--- config.mk ---
export PLATFORM = sky130hd
export DESIGN_NAME = rcr_regs
export DESIGN_NICKNAME = d
export VERILOG_FILES = /design/src/rtl/rcr_pkg.sv /design/src/rtl/rcr_regs.sv /design/src/rtl/rcr_clk_div.sv /design/src/rtl/rcr_pattern_gen.sv
export SDC_FILE = /design/constraint.sdc
export NUM_CORES = 1
export LEC_CHECK = 0
export BUFFER_PORTS_ARGS = -buffer_cell sky130_fd_sc_hd__buf_2
export CORE_ASPECT_RATIO = 1.4
export CORE_UTILIZATION = 40
export DETAILED_ROUTE_END_ITERATION = 10
export PLACE_DENSITY = 0.57
export SETUP_SLACK_MARGIN = 0.3
export SKIP_CTS_REPAIR_TIMING = 1
export SLEW_MARGIN = 10
export SYNTH_ARGS = -nofsm -noshare
export SYNTH_HDL_FRONTEND = slang
export SYNTH_SLANG_ARGS = --single-unit
--- constraint.sdc ---
create_clock -name sys_clk -period 2.1 [get_ports sys_clk]
set_clock_uncertainty 0.2 [all_clocks]
set_input_delay 0.525 -clock sys_clk [delete_from_list [all_inputs] [get_ports sys_clk]]
set_output_delay 0.525 -clock sys_clk [all_outputs]
set_load 0.05 [all_outputs]
--- src/rtl/rcr_pkg.sv ---
// constants of the receiver control register bank
// assumes one clock domain and an 8-bit address / 8-bit data register port
package rcr_pkg;
  // ****************************************
  // register offsets
  // ****************************************
  localparam logic [7:0] ADDR_CHAN_SEL = 8'h05;
  localparam logic [7:0] ADDR_POWER = 8'h08;
  localparam logic [7:0] ADDR_CLK_DIV = 8'h0B;
  localparam logic [7:0] ADDR_SHUFFLE = 8'h0C;
  localparam logic [7:0] ADDR_TEST = 8'h0D;
  localparam logic [7:0] ADDR_SELF_TEST = 8'h0E;
  localparam logic [7:0] ADDR_XFER = 8'hFF;
  // ****************************************
  // reset values
  // ****************************************
  localparam logic [7:0] RST_CHAN_SEL = 8'hCF;
  localparam logic [7:0] RST_POWER = 8'h00;
  localparam logic [7:0] RST_CLK_DIV = 8'h00;
  localparam logic [7:0] RST_SHUFFLE = 8'h01;
  localparam logic [7:0] RST_TEST = 8'h30;
  localparam logic [7:0] RST_SELF_TEST = 8'h04;
  // ****************************************
  // writable bit masks and field positions
  // ****************************************
  localparam logic [7:0] MSK_POWER_LOC = 8'h03;
  localparam logic [7:0] MSK_CLK_DIV = 8'h3F;
  localparam logic [7:0] MSK_SHUFFLE = 8'h03;
  localparam logic [7:0] MSK_TEST = 8'h37;
  localparam logic [7:0] MSK_SELF_TEST = 8'h05;
  localparam int BIT_PORT_CD = 7;
  localparam int BIT_PORT_AB = 6;
  localparam int BIT_PD_PIN_STBY = 5;
  localparam int BIT_LONG_RUN = 5;
  localparam int BIT_SHORT_RUN = 4;
  localparam int BIT_ST_RELEASE = 2;
  localparam int BIT_ST_START = 0;
  localparam int BIT_XFER = 0;
  localparam int POS_DIV_PHASE = 3;
  // ****************************************
  // field codes
  // ****************************************
  localparam logic [1:0] PM_NORMAL = 2'h0;
  localparam logic [1:0] PM_FULL_PD = 2'h1;
  localparam logic [1:0] PM_STANDBY = 2'h2;
  localparam logic [1:0] SHUF_ON = 2'h1;
  localparam logic [2:0] TP_NORMAL = 3'h0;
  localparam logic [2:0] TP_MIDSCALE = 3'h1;
  localparam logic [2:0] TP_POS_FULL_SCALE = 3'h2;
  localparam logic [2:0] TP_NEG_FULL_SCALE = 3'h3;
  localparam logic [2:0] TP_CHECKER = 3'h4;
  localparam logic [2:0] TP_PN_LONG = 3'h5;
  localparam logic [2:0] TP_PN_SHORT = 3'h6;
  localparam logic [2:0] TP_TOGGLE = 3'h7;
endpackage : rcr_pkg

--- src/rtl/rcr_regs.sv ---
// control register bank of a quad-channel receiver, staged and active copies
// assumes the serial port front end delivers decoded one-cycle read/write strobes
// How it works
// RULE1 - low four select bits mask local writes
// RULE2 - bits seven/six enable CD/AB output ports
// RULE3 - writing one to 0xFF triggers shadow transfer
// RULE4 - power field: normal, full down, standby
// RULE5 - global bit picks power-down pin behaviour
// RULE6 - divide ratio equals code plus one
// RULE7 - phase code delays divided clock cycles
// RULE8 - shuffle field: 00 off, 01 on
// RULE9 - three-bit code selects test pattern
// RULE10 - non-normal code drives test data out
// RULE11 - bit five runs long noise generator
// RULE12 - bit four runs short noise generator
// RULE13 - bit zero starts channel self-test
// RULE14 - bit two releases self-test reset
// RULE15 - shadowed registers update together, bit self-clears
// RULE16 - multi-select read returns channel A value
// RULE17 - global registers ignore channel select
`timescale 1ns/1ps
`default_nettype none
module rcr_regs #(
  parameter int NUM_CH = 4,
  parameter int DW = 11
) (
  // clock and reset
  input wire logic sys_clk,
  input wire logic rst,
  // register port
  input wire logic reg_wr,
  input wire logic reg_rd,
  input wire logic [7:0] reg_addr,
  input wire logic [7:0] reg_wdata,
  output logic [7:0] reg_rdata,
  output logic reg_rvalid,
  // converter side
  input wire logic [NUM_CH-1:0][DW-1:0] adc_data,
  input wire logic pdwn_pin,
  // output data
  output logic [NUM_CH-1:0][DW-1:0] out_data,
  output logic sample_tick,
  output logic port_ab_en,
  output logic port_cd_en,
  // channel controls
  output logic [NUM_CH-1:0][1:0] pwr_mode,
  output logic [NUM_CH-1:0] shuffle_en,
  output logic [NUM_CH-1:0] self_test_run,
  output logic [NUM_CH-1:0] self_test_rst
);
  // ****************************************
  // state
  // ****************************************
  logic [7:0] ch_sel_ff;
  logic xfer_ff;
  logic pd_glob_m_ff, pd_glob_s_ff;
  logic [5:0] div_m_ff, div_s_ff;
  logic [NUM_CH-1:0][1:0] pm_m_ff, pm_s_ff;
  logic [NUM_CH-1:0][1:0] sh_m_ff, sh_s_ff;
  logic [NUM_CH-1:0][7:0] tp_m_ff, tp_s_ff;
  logic [NUM_CH-1:0][7:0] st_m_ff, st_s_ff;
  logic [NUM_CH-1:0][1:0] pwr_mode_ff;
  logic [7:0] rdata_ff;
  logic rvalid_ff;
  logic pd_meta_ff, pd_sync_ff;
  logic [1:0] rd_ch;
  logic wr_xfer;
  logic [7:0] nxt_rdata;

  // a read with zero or several channels selected falls back to channel A
  function automatic logic [1:0] read_channel(input logic [3:0] sel);
    case (sel)
      4'h2: read_channel = 2'h1;
      4'h4: read_channel = 2'h2;
      4'h8: read_channel = 2'h3;
      default: read_channel = 2'h0;
    endcase
  endfunction : read_channel

  function automatic logic hit(input logic [7:0] a, input logic [7:0] target);
    hit = reg_wr && (a == target);
  endfunction : hit

  assign rd_ch = read_channel(ch_sel_ff[3:0]); // RULE16
  assign wr_xfer = hit(reg_addr, rcr_pkg::ADDR_XFER) && reg_wdata[rcr_pkg::BIT_XFER];

  // ****************************************
  // channel select and transfer command
  // ****************************************
  always_ff @(posedge sys_clk)
  begin
    if (rst)
      ch_sel_ff <= rcr_pkg::RST_CHAN_SEL; // RULE1
    else if (hit(reg_addr, rcr_pkg::ADDR_CHAN_SEL))
      ch_sel_ff <= reg_wdata & 8'hCF;
  end

  // self-clearing: set for exactly the cycle in which the copy happens
  always_ff @(posedge sys_clk)
  begin
    if (rst)
      xfer_ff <= 1'b0;
    else
      xfer_ff <= wr_xfer; // RULE3 RULE15
  end

  assign port_cd_en = ch_sel_ff[rcr_pkg::BIT_PORT_CD]; // RULE2
  assign port_ab_en = ch_sel_ff[rcr_pkg::BIT_PORT_AB]; // RULE2

  // ****************************************
  // staged copies of global registers
  // ****************************************
  always_ff @(posedge sys_clk)
  begin
    if (rst)
    begin
      pd_glob_m_ff <= rcr_pkg::RST_POWER[rcr_pkg::BIT_PD_PIN_STBY];
      div_m_ff <= rcr_pkg::RST_CLK_DIV[5:0];
    end
    else
    begin
      if (hit(reg_addr, rcr_pkg::ADDR_POWER))
        pd_glob_m_ff <= reg_wdata[rcr_pkg::BIT_PD_PIN_STBY]; // RULE17
      if (hit(reg_addr, rcr_pkg::ADDR_CLK_DIV))
        div_m_ff <= reg_wdata[5:0] & rcr_pkg::MSK_CLK_DIV[5:0]; // RULE17
    end
  end

  // ****************************************
  // staged copies of local registers
  // ****************************************
  always_ff @(posedge sys_clk)
  begin
    if (rst)
    begin
      for (int c = 0; c < NUM_CH; c++)
      begin
        pm_m_ff[c] <= rcr_pkg::RST_POWER[1:0];
        sh_m_ff[c] <= rcr_pkg::RST_SHUFFLE[1:0];
        tp_m_ff[c] <= rcr_pkg::RST_TEST;
        st_m_ff[c] <= rcr_pkg::RST_SELF_TEST;
      end
    end
    else
    begin
      for (int c = 0; c < NUM_CH; c++)
      begin
        if (ch_sel_ff[c]) // RULE1
        begin
          if (hit(reg_addr, rcr_pkg::ADDR_POWER))
            pm_m_ff[c] <= reg_wdata[1:0] & rcr_pkg::MSK_POWER_LOC[1:0];
          if (hit(reg_addr, rcr_pkg::ADDR_SHUFFLE))
            sh_m_ff[c] <= reg_wdata[1:0] & rcr_pkg::MSK_SHUFFLE[1:0];
          if (hit(reg_addr, rcr_pkg::ADDR_TEST))
            tp_m_ff[c] <= reg_wdata & rcr_pkg::MSK_TEST;
          if (hit(reg_addr, rcr_pkg::ADDR_SELF_TEST))
            st_m_ff[c] <= reg_wdata & rcr_pkg::MSK_SELF_TEST;
        end
      end
    end
  end

  // ****************************************
  // active copies, all loaded in one cycle
  // ****************************************
  always_ff @(posedge sys_clk)
  begin
    if (rst)
    begin
      pd_glob_s_ff <= rcr_pkg::RST_POWER[rcr_pkg::BIT_PD_PIN_STBY];
      div_s_ff <= rcr_pkg::RST_CLK_DIV[5:0];
      for (int c = 0; c < NUM_CH; c++)
      begin
        pm_s_ff[c] <= rcr_pkg::RST_POWER[1:0];
        sh_s_ff[c] <= rcr_pkg::RST_SHUFFLE[1:0];
        tp_s_ff[c] <= rcr_pkg::RST_TEST;
        st_s_ff[c] <= rcr_pkg::RST_SELF_TEST;
      end
    end
    else if (xfer_ff) // RULE15
    begin
      pd_glob_s_ff <= pd_glob_m_ff;
      div_s_ff <= div_m_ff;
      pm_s_ff <= pm_m_ff;
      sh_s_ff <= sh_m_ff;
      tp_s_ff <= tp_m_ff;
      st_s_ff <= st_m_ff;
    end
  end

  // ****************************************
  // power control
  // ****************************************
  always_ff @(posedge sys_clk)
  begin
    if (rst)
    begin
      pd_meta_ff <= 1'b0;
      pd_sync_ff <= 1'b0;
    end
    else
    begin
      pd_meta_ff <= pdwn_pin;
      pd_sync_ff <= pd_meta_ff;
    end
  end

  // the pin overrides the per-channel field while it is asserted
  always_ff @(posedge sys_clk)
  begin
    for (int c = 0; c < NUM_CH; c++)
    begin
      if (rst)
        pwr_mode_ff[c] <= rcr_pkg::PM_NORMAL;
      else if (pd_sync_ff)
        pwr_mode_ff[c] <= pd_glob_s_ff ? rcr_pkg::PM_STANDBY : rcr_pkg::PM_FULL_PD; // RULE5
      else if (pm_s_ff[c] == rcr_pkg::PM_FULL_PD || pm_s_ff[c] == rcr_pkg::PM_STANDBY)
        pwr_mode_ff[c] <= pm_s_ff[c]; // RULE4
      else
        pwr_mode_ff[c] <= rcr_pkg::PM_NORMAL; // RULE4
    end
  end

  assign pwr_mode = pwr_mode_ff;

  // ****************************************
  // shuffle and self-test controls
  // ****************************************
  always_comb
  begin
    for (int c = 0; c < NUM_CH; c++)
    begin
      shuffle_en[c] = (sh_s_ff[c] == rcr_pkg::SHUF_ON); // RULE8
      self_test_rst[c] = !st_s_ff[c][rcr_pkg::BIT_ST_RELEASE]; // RULE14
      self_test_run[c] = st_s_ff[c][rcr_pkg::BIT_ST_START] && st_s_ff[c][rcr_pkg::BIT_ST_RELEASE]; // RULE13
    end
  end

  // ****************************************
  // sample strobe and output data
  // ****************************************
  rcr_clk_div u_div (
    .sys_clk(sys_clk),
    .rst(rst),
    .ratio_code(div_s_ff[2:0]),
    .phase_code(div_s_ff[5:rcr_pkg::POS_DIV_PHASE]),
    .tick(sample_tick)
  );

  for (genvar g = 0; g < NUM_CH; g++)
  begin : g_ch
    rcr_pattern_gen #(.DW(DW)) u_gen (
      .sys_clk(sys_clk),
      .rst(rst),
      .step(sample_tick),
      .mode(tp_s_ff[g][2:0]),
      .long_run(tp_s_ff[g][rcr_pkg::BIT_LONG_RUN]),
      .short_run(tp_s_ff[g][rcr_pkg::BIT_SHORT_RUN]),
      .sample(adc_data[g]),
      .data(out_data[g])
    );
  end

  // ****************************************
  // read-back of staged values
  // ****************************************
  always_comb
  begin
    case (reg_addr)
      rcr_pkg::ADDR_CHAN_SEL: nxt_rdata = ch_sel_ff;
      rcr_pkg::ADDR_XFER: nxt_rdata = {7'h00, xfer_ff};
      rcr_pkg::ADDR_POWER: nxt_rdata = {2'h0, pd_glob_m_ff, 3'h0, pm_m_ff[rd_ch]}; // RULE16
      rcr_pkg::ADDR_CLK_DIV: nxt_rdata = {2'h0, div_m_ff};
      rcr_pkg::ADDR_SHUFFLE: nxt_rdata = {6'h00, sh_m_ff[rd_ch]}; // RULE16
      rcr_pkg::ADDR_TEST: nxt_rdata = tp_m_ff[rd_ch];
      rcr_pkg::ADDR_SELF_TEST: nxt_rdata = st_m_ff[rd_ch];
      default: nxt_rdata = 8'h00;
    endcase
  end

  always_ff @(posedge sys_clk)
  begin
    if (rst)
    begin
      rdata_ff <= 8'h00;
      rvalid_ff <= 1'b0;
    end
    else
    begin
      rvalid_ff <= reg_rd;
      if (reg_rd)
        rdata_ff <= nxt_rdata;
    end
  end

  assign reg_rdata = rdata_ff;
  assign reg_rvalid = rvalid_ff;

  // ****************************************
  // checks
  // ****************************************
  a_xfer_start: assert property (@(posedge sys_clk) disable iff (rst) // RULE3
    wr_xfer |=> xfer_ff ##1 (xfer_ff == $past(wr_xfer)))
    else $error("transfer bit did not pulse once");
  a_shadow_hold: assert property (@(posedge sys_clk) disable iff (rst) // RULE15
    !xfer_ff |=> ($stable(tp_s_ff) && $stable(pm_s_ff) && $stable(div_s_ff)))
    else $error("active copy changed without transfer");
  a_shadow_load: assert property (@(posedge sys_clk) disable iff (rst) // RULE15
    xfer_ff |=> (sh_s_ff == $past(sh_m_ff) && st_s_ff == $past(st_m_ff)))
    else $error("active copy not loaded on transfer");
  a_local_mask: assert property (@(posedge sys_clk) disable iff (rst) // RULE1
    (hit(reg_addr, rcr_pkg::ADDR_SHUFFLE) && !ch_sel_ff[0]) |=> $stable(sh_m_ff[0]))
    else $error("unselected channel took a local write");
  a_global_write: assert property (@(posedge sys_clk) disable iff (rst) // RULE17
    (hit(reg_addr, rcr_pkg::ADDR_CLK_DIV) && ch_sel_ff[3:0] == 4'h0) |=> (div_m_ff == $past(reg_wdata[5:0])))
    else $error("global write blocked by channel select");
  a_read_chan_a: assert property (@(posedge sys_clk) disable iff (rst) // RULE16
    (reg_rd && reg_addr == rcr_pkg::ADDR_SHUFFLE && ch_sel_ff[3:0] == 4'hF && !reg_wr)
    |=> (reg_rvalid && reg_rdata == {6'h00, sh_m_ff[0]}))
    else $error("multi-select read did not return channel A");
  a_pin_power: assert property (@(posedge sys_clk) disable iff (rst) // RULE5
    (pd_sync_ff && !pd_glob_s_ff) |=> (pwr_mode[0] == rcr_pkg::PM_FULL_PD))
    else $error("power-down pin did not force full power-down");
  a_self_test: assert property (@(posedge sys_clk) disable iff (rst) // RULE13
    $rose(self_test_run[2]) |-> $past(xfer_ff) && st_s_ff[2][rcr_pkg::BIT_ST_RELEASE])
    else $error("self-test started without transfer or release");
endmodule : rcr_regs
`default_nettype wire

--- src/rtl/rcr_clk_div.sv ---
// integer divider of the sample clock with whole-cycle phase delay
// assumes codes come from the active (post-transfer) register copy
`timescale 1ns/1ps
`default_nettype none
module rcr_clk_div (
  // clock and reset
  input wire logic sys_clk,
  input wire logic rst,
  // settings
  input wire logic [2:0] ratio_code,
  input wire logic [2:0] phase_code,
  // divided strobe
  output logic tick
);
  logic [2:0] cnt_ff;
  // seven taps cover the largest phase code
  logic [6:0] hist_ff;
  logic tick_ff;
  logic base;

  // code plus one is the ratio, so code 0 fires every cycle
  assign base = (cnt_ff == ratio_code); // RULE6

  always_ff @(posedge sys_clk)
  begin
    if (rst || base)
      cnt_ff <= 3'h0;
    else
      cnt_ff <= cnt_ff + 3'h1;
  end

  always_ff @(posedge sys_clk)
  begin
    if (rst)
      hist_ff <= 7'h00;
    else
      hist_ff <= {hist_ff[5:0], base};
  end

  // delay by the phase code in whole cycles
  always_ff @(posedge sys_clk)
  begin
    if (rst)
      tick_ff <= 1'b0;
    else if (phase_code == 3'h0)
      tick_ff <= base; // RULE7
    else
      tick_ff <= hist_ff[phase_code - 3'h1]; // RULE7
  end

  assign tick = tick_ff;

  a_phase_zero: assert property (@(posedge sys_clk) disable iff (rst) // RULE7
    (phase_code == 3'h0 && base) |=> tick)
    else $error("divided strobe not aligned for zero phase");
  a_phase_delay: assert property (@(posedge sys_clk) disable iff (rst) // RULE7
    (phase_code == 3'h3 && base) ##1 (phase_code == 3'h3) [*3] |=> tick)
    else $error("divided strobe not delayed by phase code");
endmodule : rcr_clk_div
`default_nettype wire

--- src/rtl/rcr_pattern_gen.sv ---
// per-channel output selector: converted samples or a generated test word
// assumes step pulses once per divided sample period
`timescale 1ns/1ps
`default_nettype none
module rcr_pattern_gen #(
  parameter int DW = 11
) (
  // clock and reset
  input wire logic sys_clk,
  input wire logic rst,
  // control
  input wire logic step,
  input wire logic [2:0] mode,
  input wire logic long_run,
  input wire logic short_run,
  // data
  input wire logic [DW-1:0] sample,
  output logic [DW-1:0] data
);
  logic [22:0] long_ff;
  logic [8:0] short_ff;
  logic phase_ff;
  logic [DW-1:0] data_ff;
  logic [DW-1:0] alt_a;

  // the pair pattern is one bit wider than an odd word, so cut it to size
  assign alt_a = DW'({(DW+1)/2{2'b01}});

  // ****************************************
  // pseudo-noise generators, held at seed while in reset
  // ****************************************
  always_ff @(posedge sys_clk)
  begin
    if (rst || !long_run)
      long_ff <= '1; // RULE11
    else if (step)
      long_ff <= {long_ff[21:0], long_ff[22] ^ long_ff[17]};
  end

  always_ff @(posedge sys_clk)
  begin
    if (rst || !short_run)
      short_ff <= '1; // RULE12
    else if (step)
      short_ff <= {short_ff[7:0], short_ff[8] ^ short_ff[4]};
  end

  always_ff @(posedge sys_clk)
  begin
    if (rst)
      phase_ff <= 1'b0;
    else if (step)
      phase_ff <= !phase_ff;
  end

  // ****************************************
  // output word
  // ****************************************
  always_ff @(posedge sys_clk)
  begin
    if (rst)
      data_ff <= '0;
    else if (step)
    begin
      case (mode) // RULE9 RULE10
        rcr_pkg::TP_NORMAL: data_ff <= sample;
        rcr_pkg::TP_MIDSCALE: data_ff <= {1'b1, {(DW-1){1'b0}}};
        rcr_pkg::TP_POS_FULL_SCALE: data_ff <= '1;
        rcr_pkg::TP_NEG_FULL_SCALE: data_ff <= '0;
        rcr_pkg::TP_CHECKER: data_ff <= phase_ff ? ~alt_a : alt_a;
        rcr_pkg::TP_PN_LONG: data_ff <= long_ff[DW-1:0];
        rcr_pkg::TP_PN_SHORT: data_ff <= {{(DW-9){1'b0}}, short_ff};
        rcr_pkg::TP_TOGGLE: data_ff <= phase_ff ? '0 : '1;
        default: data_ff <= sample;
      endcase
    end
  end

  assign data = data_ff;

  a_pos_full: assert property (@(posedge sys_clk) disable iff (rst) // RULE10
    (step && mode == rcr_pkg::TP_POS_FULL_SCALE) |=> (data == '1))
    else $error("test word replaced by wrong data");
endmodule : rcr_pattern_gen
`default_nettype wire

Word level (Yosys, flattened, before mapping)
Cells that the tools add are included.
- output and inout port bits: 76
- register bits after elaboration: 315
- logic and storage cells: 224
- bits of input ports: 65
- equality and inequality tests: 51
- magnitude comparators: 2
- reductions and logical operators: 62
- $add $sub $neg: 2
- mux-type cells: 34
- bitwise operators: 8
- operator list (kind ; number):
    $pmux 11 s8 ; 4
    $mux 11 ; 8
    $pmux 8 s7 ; 1
    $eq 3x3->1 const B ; 16
    $eq 8x4->1 const B ; 5
    $bmux 8 s2 ; 2
    $reduce_and 2->1 ; 16
    $eq 3x2->1 const B ; 8
    $mux 2 ; 11
    $eq 2x1->1 const B ; 8
    $logic_not 1->1 ; 16
    $mux 8 ; 2
    $logic_not 3->1 ; 5
    $logic_or 1x1->1 ; 13
    $eq 3x1->1 const B ; 4
    $logic_and 1x1->1 ; 12
    $bmux 2 s2 ; 2
    $eq 2x2->1 const B ; 4
    $eq 8x3->1 const B ; 1
    $eq 8x8->1 const B ; 1
    $xor 1x1->1 ; 8
    $pmux 2 s3 ; 1
    $eq 4x2->1 const B ; 1
    $eq 4x3->1 const B ; 1
    other kinds (8) ; 9

Longest topological paths before layout
- depth in word-level cells: 5
- mapped depth: 8
- depth with buffers taken out: 8

Modules after synthesis
A second synthesis with hierarchy kept.
- cells, all modules: 1443
- area, all modules: 13626.8 µm²
- by module, submodules not included (module ; sequential area each (µm²) ; area an instance (µm²) ; instances ; cells each):
    rcr_pattern_gen at g_ch[0].u_gen ... ; 880.8 ; 1981.9 ; 3 ; 217
    rcr_regs ; 2562.5 ; 5306.3 ; 1 ; 556
    rcr_pattern_gen at g_ch[2].u_gen ; 880.8 ; 1895.6 ; 1 ; 194
    rcr_clk_div ; 220.2 ; 479.2 ; 1 ; 42

Worst setup path before layout
No wires, ideal clock.
- kind: reg-to-reg
- start point: register u_div.tick_ff (netlist: u_div.tick)
- end point: register g_ch[2].u_gen.short_ff[1]
- path buffers: 3
- stages on the path, launching flop included: 6
- setup time: 128 ps
- arrival time: 1912 ps
- setup slack: -140 ps
- required time: 1772 ps
- period minus slack after synthesis: 2240 ps
- cells stage by stage: dfxtp_1 clkbuf_1 clkbuf_1 buf_1 mux2i_1 nand2_1
- RTL lines (item ; RTL line ; RTL):
    start, declared ; rcr_clk_div.sv:18 ; logic tick_ff;
    start signal, assigned ; rcr_clk_div.sv:46 ; tick_ff <= base;
    start signal, assigned ; rcr_clk_div.sv:48 ; tick_ff <= hist_ff[phase_code - 3'h1];
    end signal, assigned ; rcr_pattern_gen.sv:45 ; short_ff <= {short_ff[7:0], short_ff[8] ^ short_ff[4]};
    end, declared ; rcr_pattern_gen.sv:21 ; logic [8:0] short_ff;

Worst setup path in the final report
- start point: register ch_sel_ff[3]
- end point: register rdata_ff[0] (netlist: reg_rdata[0])
- longest elaborated chain between the ends: 5
- elaborated cells on any way between the ends: 13
- those cells by class: 3 x eq/ne; 10 x mux
- ends and longest elaborated chain (item ; RTL line ; RTL):
    start, declared ; rcr_regs.sv:54 ; logic [7:0] ch_sel_ff;
    start signal, assigned ; rcr_regs.sv:93 ; ch_sel_ff <= rcr_pkg::RST_CHAN_SEL;
    start signal, assigned ; rcr_regs.sv:95 ; ch_sel_ff <= reg_wdata & 8'hCF;
    $eq 4x4->1, or another cell as far along ; rcr_regs.sv:72 ; case (sel)
    $pmux 2 s3 (*) ; rcr_regs.sv:72 ;
    $bmux 8 s2, or another cell as far along ; rcr_regs.sv:276 ; rcr_pkg::ADDR_SELF_TEST: nxt_rdata = st_m_ff[rd_ch];
    $mux 8 (not written as such), or another cell as far along ; rcr_regs.sv:276 ;
    $pmux 8 s7 (*) ; rcr_regs.sv:269 ; case (reg_addr)
    end signal, assigned ; rcr_regs.sv:292 ; rdata_ff <= nxt_rdata;
    end, declared ; rcr_regs.sv:63 ; logic [7:0] rdata_ff;
Mark *: on every way between the ends. The rest lies on a longest branch, timed or not. The select of a mux whose other input is x is not followed.
A chain may end at the register's enable or synchronous reset.

==> out/qor.csv <==
metric,value,unit
IO Port Bufs,140,
Post-Syn Instances,1465,
GP Congestion,0.887,
"commonest non-fill, non-tap cell in the layout",dfxtp_1,
grt total ovfl,0,
worst setup margin,0.0294,ns
Hold Slack,0.0240,ns
first-pass GRT wire length,52.4,mm
Min-Delay Path Class,in2reg,
layout cells sized above 1,0.279,
#FFs+latches synth,315,
worst path bufs/invs,1,
synth-to-layout area growth,29.6,%
CP startpoint kind,flip-flop,
clk_lat worst skew,0.52,ns
Mapped Nets,1533,
synthesized area per cell,8.93,um2
largest family of logic cells by synthesized area,simple AND/OR/NAND/NOR gates,
Top delay family on crit path,compound AO/OA/AOI/OAI gates,
all-layer global routing usage,0.194,
WL/cell,16.1,um
via density per instance,5.17,
Synth Area in Compound Gates,0.115,
antenna-violating nets left,0,
adder-cell area share of the yosys netlist,0.00287,
TritonCTS Buffers,34,
Design Power,13200,uW
Die W,155,um
die height,216,um
Core Footprint,32300,um2
initial core utilization,0.405,
Final nets,1707,
io pins,141,
r2r setup slk,0.03,ns
CP cell instances,"nor2b_1, buf_4, a22o_1, a222oi_1, or2b_1, o2111ai_1, o221a_1",
Syn Std Cell Area,13100,um2
clock sinks,315,
WHS Endpoint,pd_meta_ff,
RSZ-0062 raised after global routing,yes,
most frequent cells in the layout,"dfxtp_1 (267), nand2_1 (235), mux2i_1 (171)",
Die ar.,33400,um2
period utilization,0.986,
WP data arrival,2.28,ns
min cycle time layout,2.07,ns
XOR/XNOR Fraction of Synth Area,0.0147,
fin. max-slew vios,0,
HP Start,pdwn_pin,
Crit-path slowest cell,dfxtp_4,
DRT iter0 DRCs,587,
multiplexer share of the synthesized area,0.142,
Clock Path Buffers,3,
sequential share of the synthesized area,0.482,
dpl hpwl,23.0,mm
fmax,483,MHz
Max stage delay on crit path,0.37,ns
drt pass-1 iters,5,
CP endpoint kind,flip-flop,
R2R cell count,7,
Cells on Worst Hold Path,2,
vias,10900,
Final Setup Violations,0,
CP Max Fanout,6,
Post-synth EDFFs,0,
Synth cell types,64,
actual slew at the worst max-slew pin,0.590,ns
asr flop ratio synth,0,
initial antenna violation count,1,
htree depth,2,
Rel. slew slack,0.605,
VDD IR max,0.763,mV
crit path kind,reg2reg,
Place WS,-0.287,ns
Lkg Pwr,0.00680,uW
# rows,78,
max-cap viol count,0,
drt total wl,33.8,mm
"Top FF cell, synth",dfxtp_1,
status,"finished, final reports clean",
CTS tree,built,
CTS clock-pin slew for the worst setup and hold paths,0.06,ns
pin count of the biggest net entering global routing,52,
Final Hold Viols,0,
Power Density,780,nW/um2
r2r startpoint,ch_sel_ff[3],
post-synthesis simple-gate area fraction,0.202,
Required @ worst endpoint,2.31,ns
vias in the first global route,10500,
Clock Root Buffer,clkbuf_16,
Filler cells,3011,
worst reg2reg endpoint,reg_rdata[0],
Yosys warnings,0,
setup_tns,0,ns
Critical Path Stages,7,
DRC violations left,0,
-- synth_stat cells, drive strengths merged, types with 5 or more instances --
cell / instances / share of area
a22oi: 30 / 0.017
xnor2: 14 / 0.0094
o32ai: 5 / 0.0033
a22o: 5 / 0.0033
nor3: 21 / 0.0093
nand3: 90 / 0.034
nand2b: 15 / 0.0072
a21oi: 82 / 0.031
a211oi: 29 / 0.017
a222oi: 5 / 0.0038
dfxtp: 315 / 0.48
mux2i: 171 / 0.13
o21ai: 34 / 0.014
clkbuf: 63 / 0.018
mux4: 6 / 0.010
xor2: 8 / 0.0054
o211ai: 8 / 0.0046
nor2: 135 / 0.039
nand2: 257 / 0.074
buf: 48 / 0.018
nor3b: 5 / 0.0029
nor2b: 32 / 0.015
inv: 17 / 0.0049
and2: 9 / 0.0045
-- routing by layer --
| layer | wire length, um | vias up | global-route usage |
|---|---|---|---|
| met4 | 1330 | 0 | 0.0868 |
| met3 | 1180 | 84 | 0.0305 |
| met5 | 0 | - | 0 |
| met2 | 17300 | 243 | 0.346 |
| li1 | - | 5433 | - |
| met1 | 14000 | 5107 | 0.226 |
-- how the worst max path moves through the flow --
stage                  from            to  slack, ns
6_report       ch_sel_ff[3]  reg_rdata[0]       0.03
5_1_grt        ch_sel_ff[1]  reg_rdata[0]      -0.05
4_1_cts          u_div.tick   sample_tick      -0.09
3_5_place_dp    reg_addr[5]    sh_m_ff[4]      -0.29
3_3_place_gp    reg_addr[5]    sh_m_ff[6]      -0.25
2_1_floorplan   reg_addr[5]  pd_glob_m_ff      -0.12
-- metrics by stage --
stage | cell area, um2 | instances | utilization
after floorplan | 13200 | 1465 | -
after global placement | 14700 | 2028 | 0.456
after detailed placement | 14700 | 2028 | 0.456
after CTS | 15900 | 2085 | 0.491
after global routing | 16900 | 2101 | 0.525
final | 16900 | 2101 | 0.525
-- area by class of cell --
class                      instances  area [um2]  share of cell area
antenna                            1        2.50            0.000148
clock buffer                      47        1030              0.0611
clock inverter                    10        90.1             0.00532
inverter                          18        67.6             0.00399
multi-input combinational       1022        6650               0.392
sequential                       315        6380               0.376
tap                              440         551              0.0325
timing repair buffer             248        2170               0.128
-- report_power, final --
group | total (uW) | leakage (uW) | switching [uW] | internal (uW)
combinational | 1070 | 0.00368 | 655 | 416
clock | 5980 | 0.000553 | 2410 | 3570
sequential | 6170 | 0.00257 | 90.0 | 6080
total | 13200 | 0.00680 | 3150 | 10100
-- state kept, by name (all words and copies together) (netlist names), 3 cells and up --
register             count
pwr_mode                 8
div_s_ff                 6
g_ch.u_gen.long_ff      92
st_m_ff                  8
sh_s_ff                  8
u_div.cnt_ff             3
tp_s_ff                 20
g_ch.u_gen.short_ff     36
g_ch.u_gen.phase_ff      4
sh_m_ff                  8
u_div.hist_ff            7
div_m_ff                 6
pm_m_ff                  8
reg_rdata                8
ch_sel_ff                6
pm_s_ff                  8
st_s_ff                  8
g_ch.u_gen.data         44
tp_m_ff                 20
-- cell families after synthesis --
kind of cell / Yosys count
adder cells (fa/ha/maj): 3
multiplexers: 178
flip-flops: 315
AO/OA/AOI/OAI: 229
XOR/XNOR: 22
buffers and inverters: 129
AND/OR/NAND/NOR: 589
Note: power is estimated with default switching activity, not from simulation.
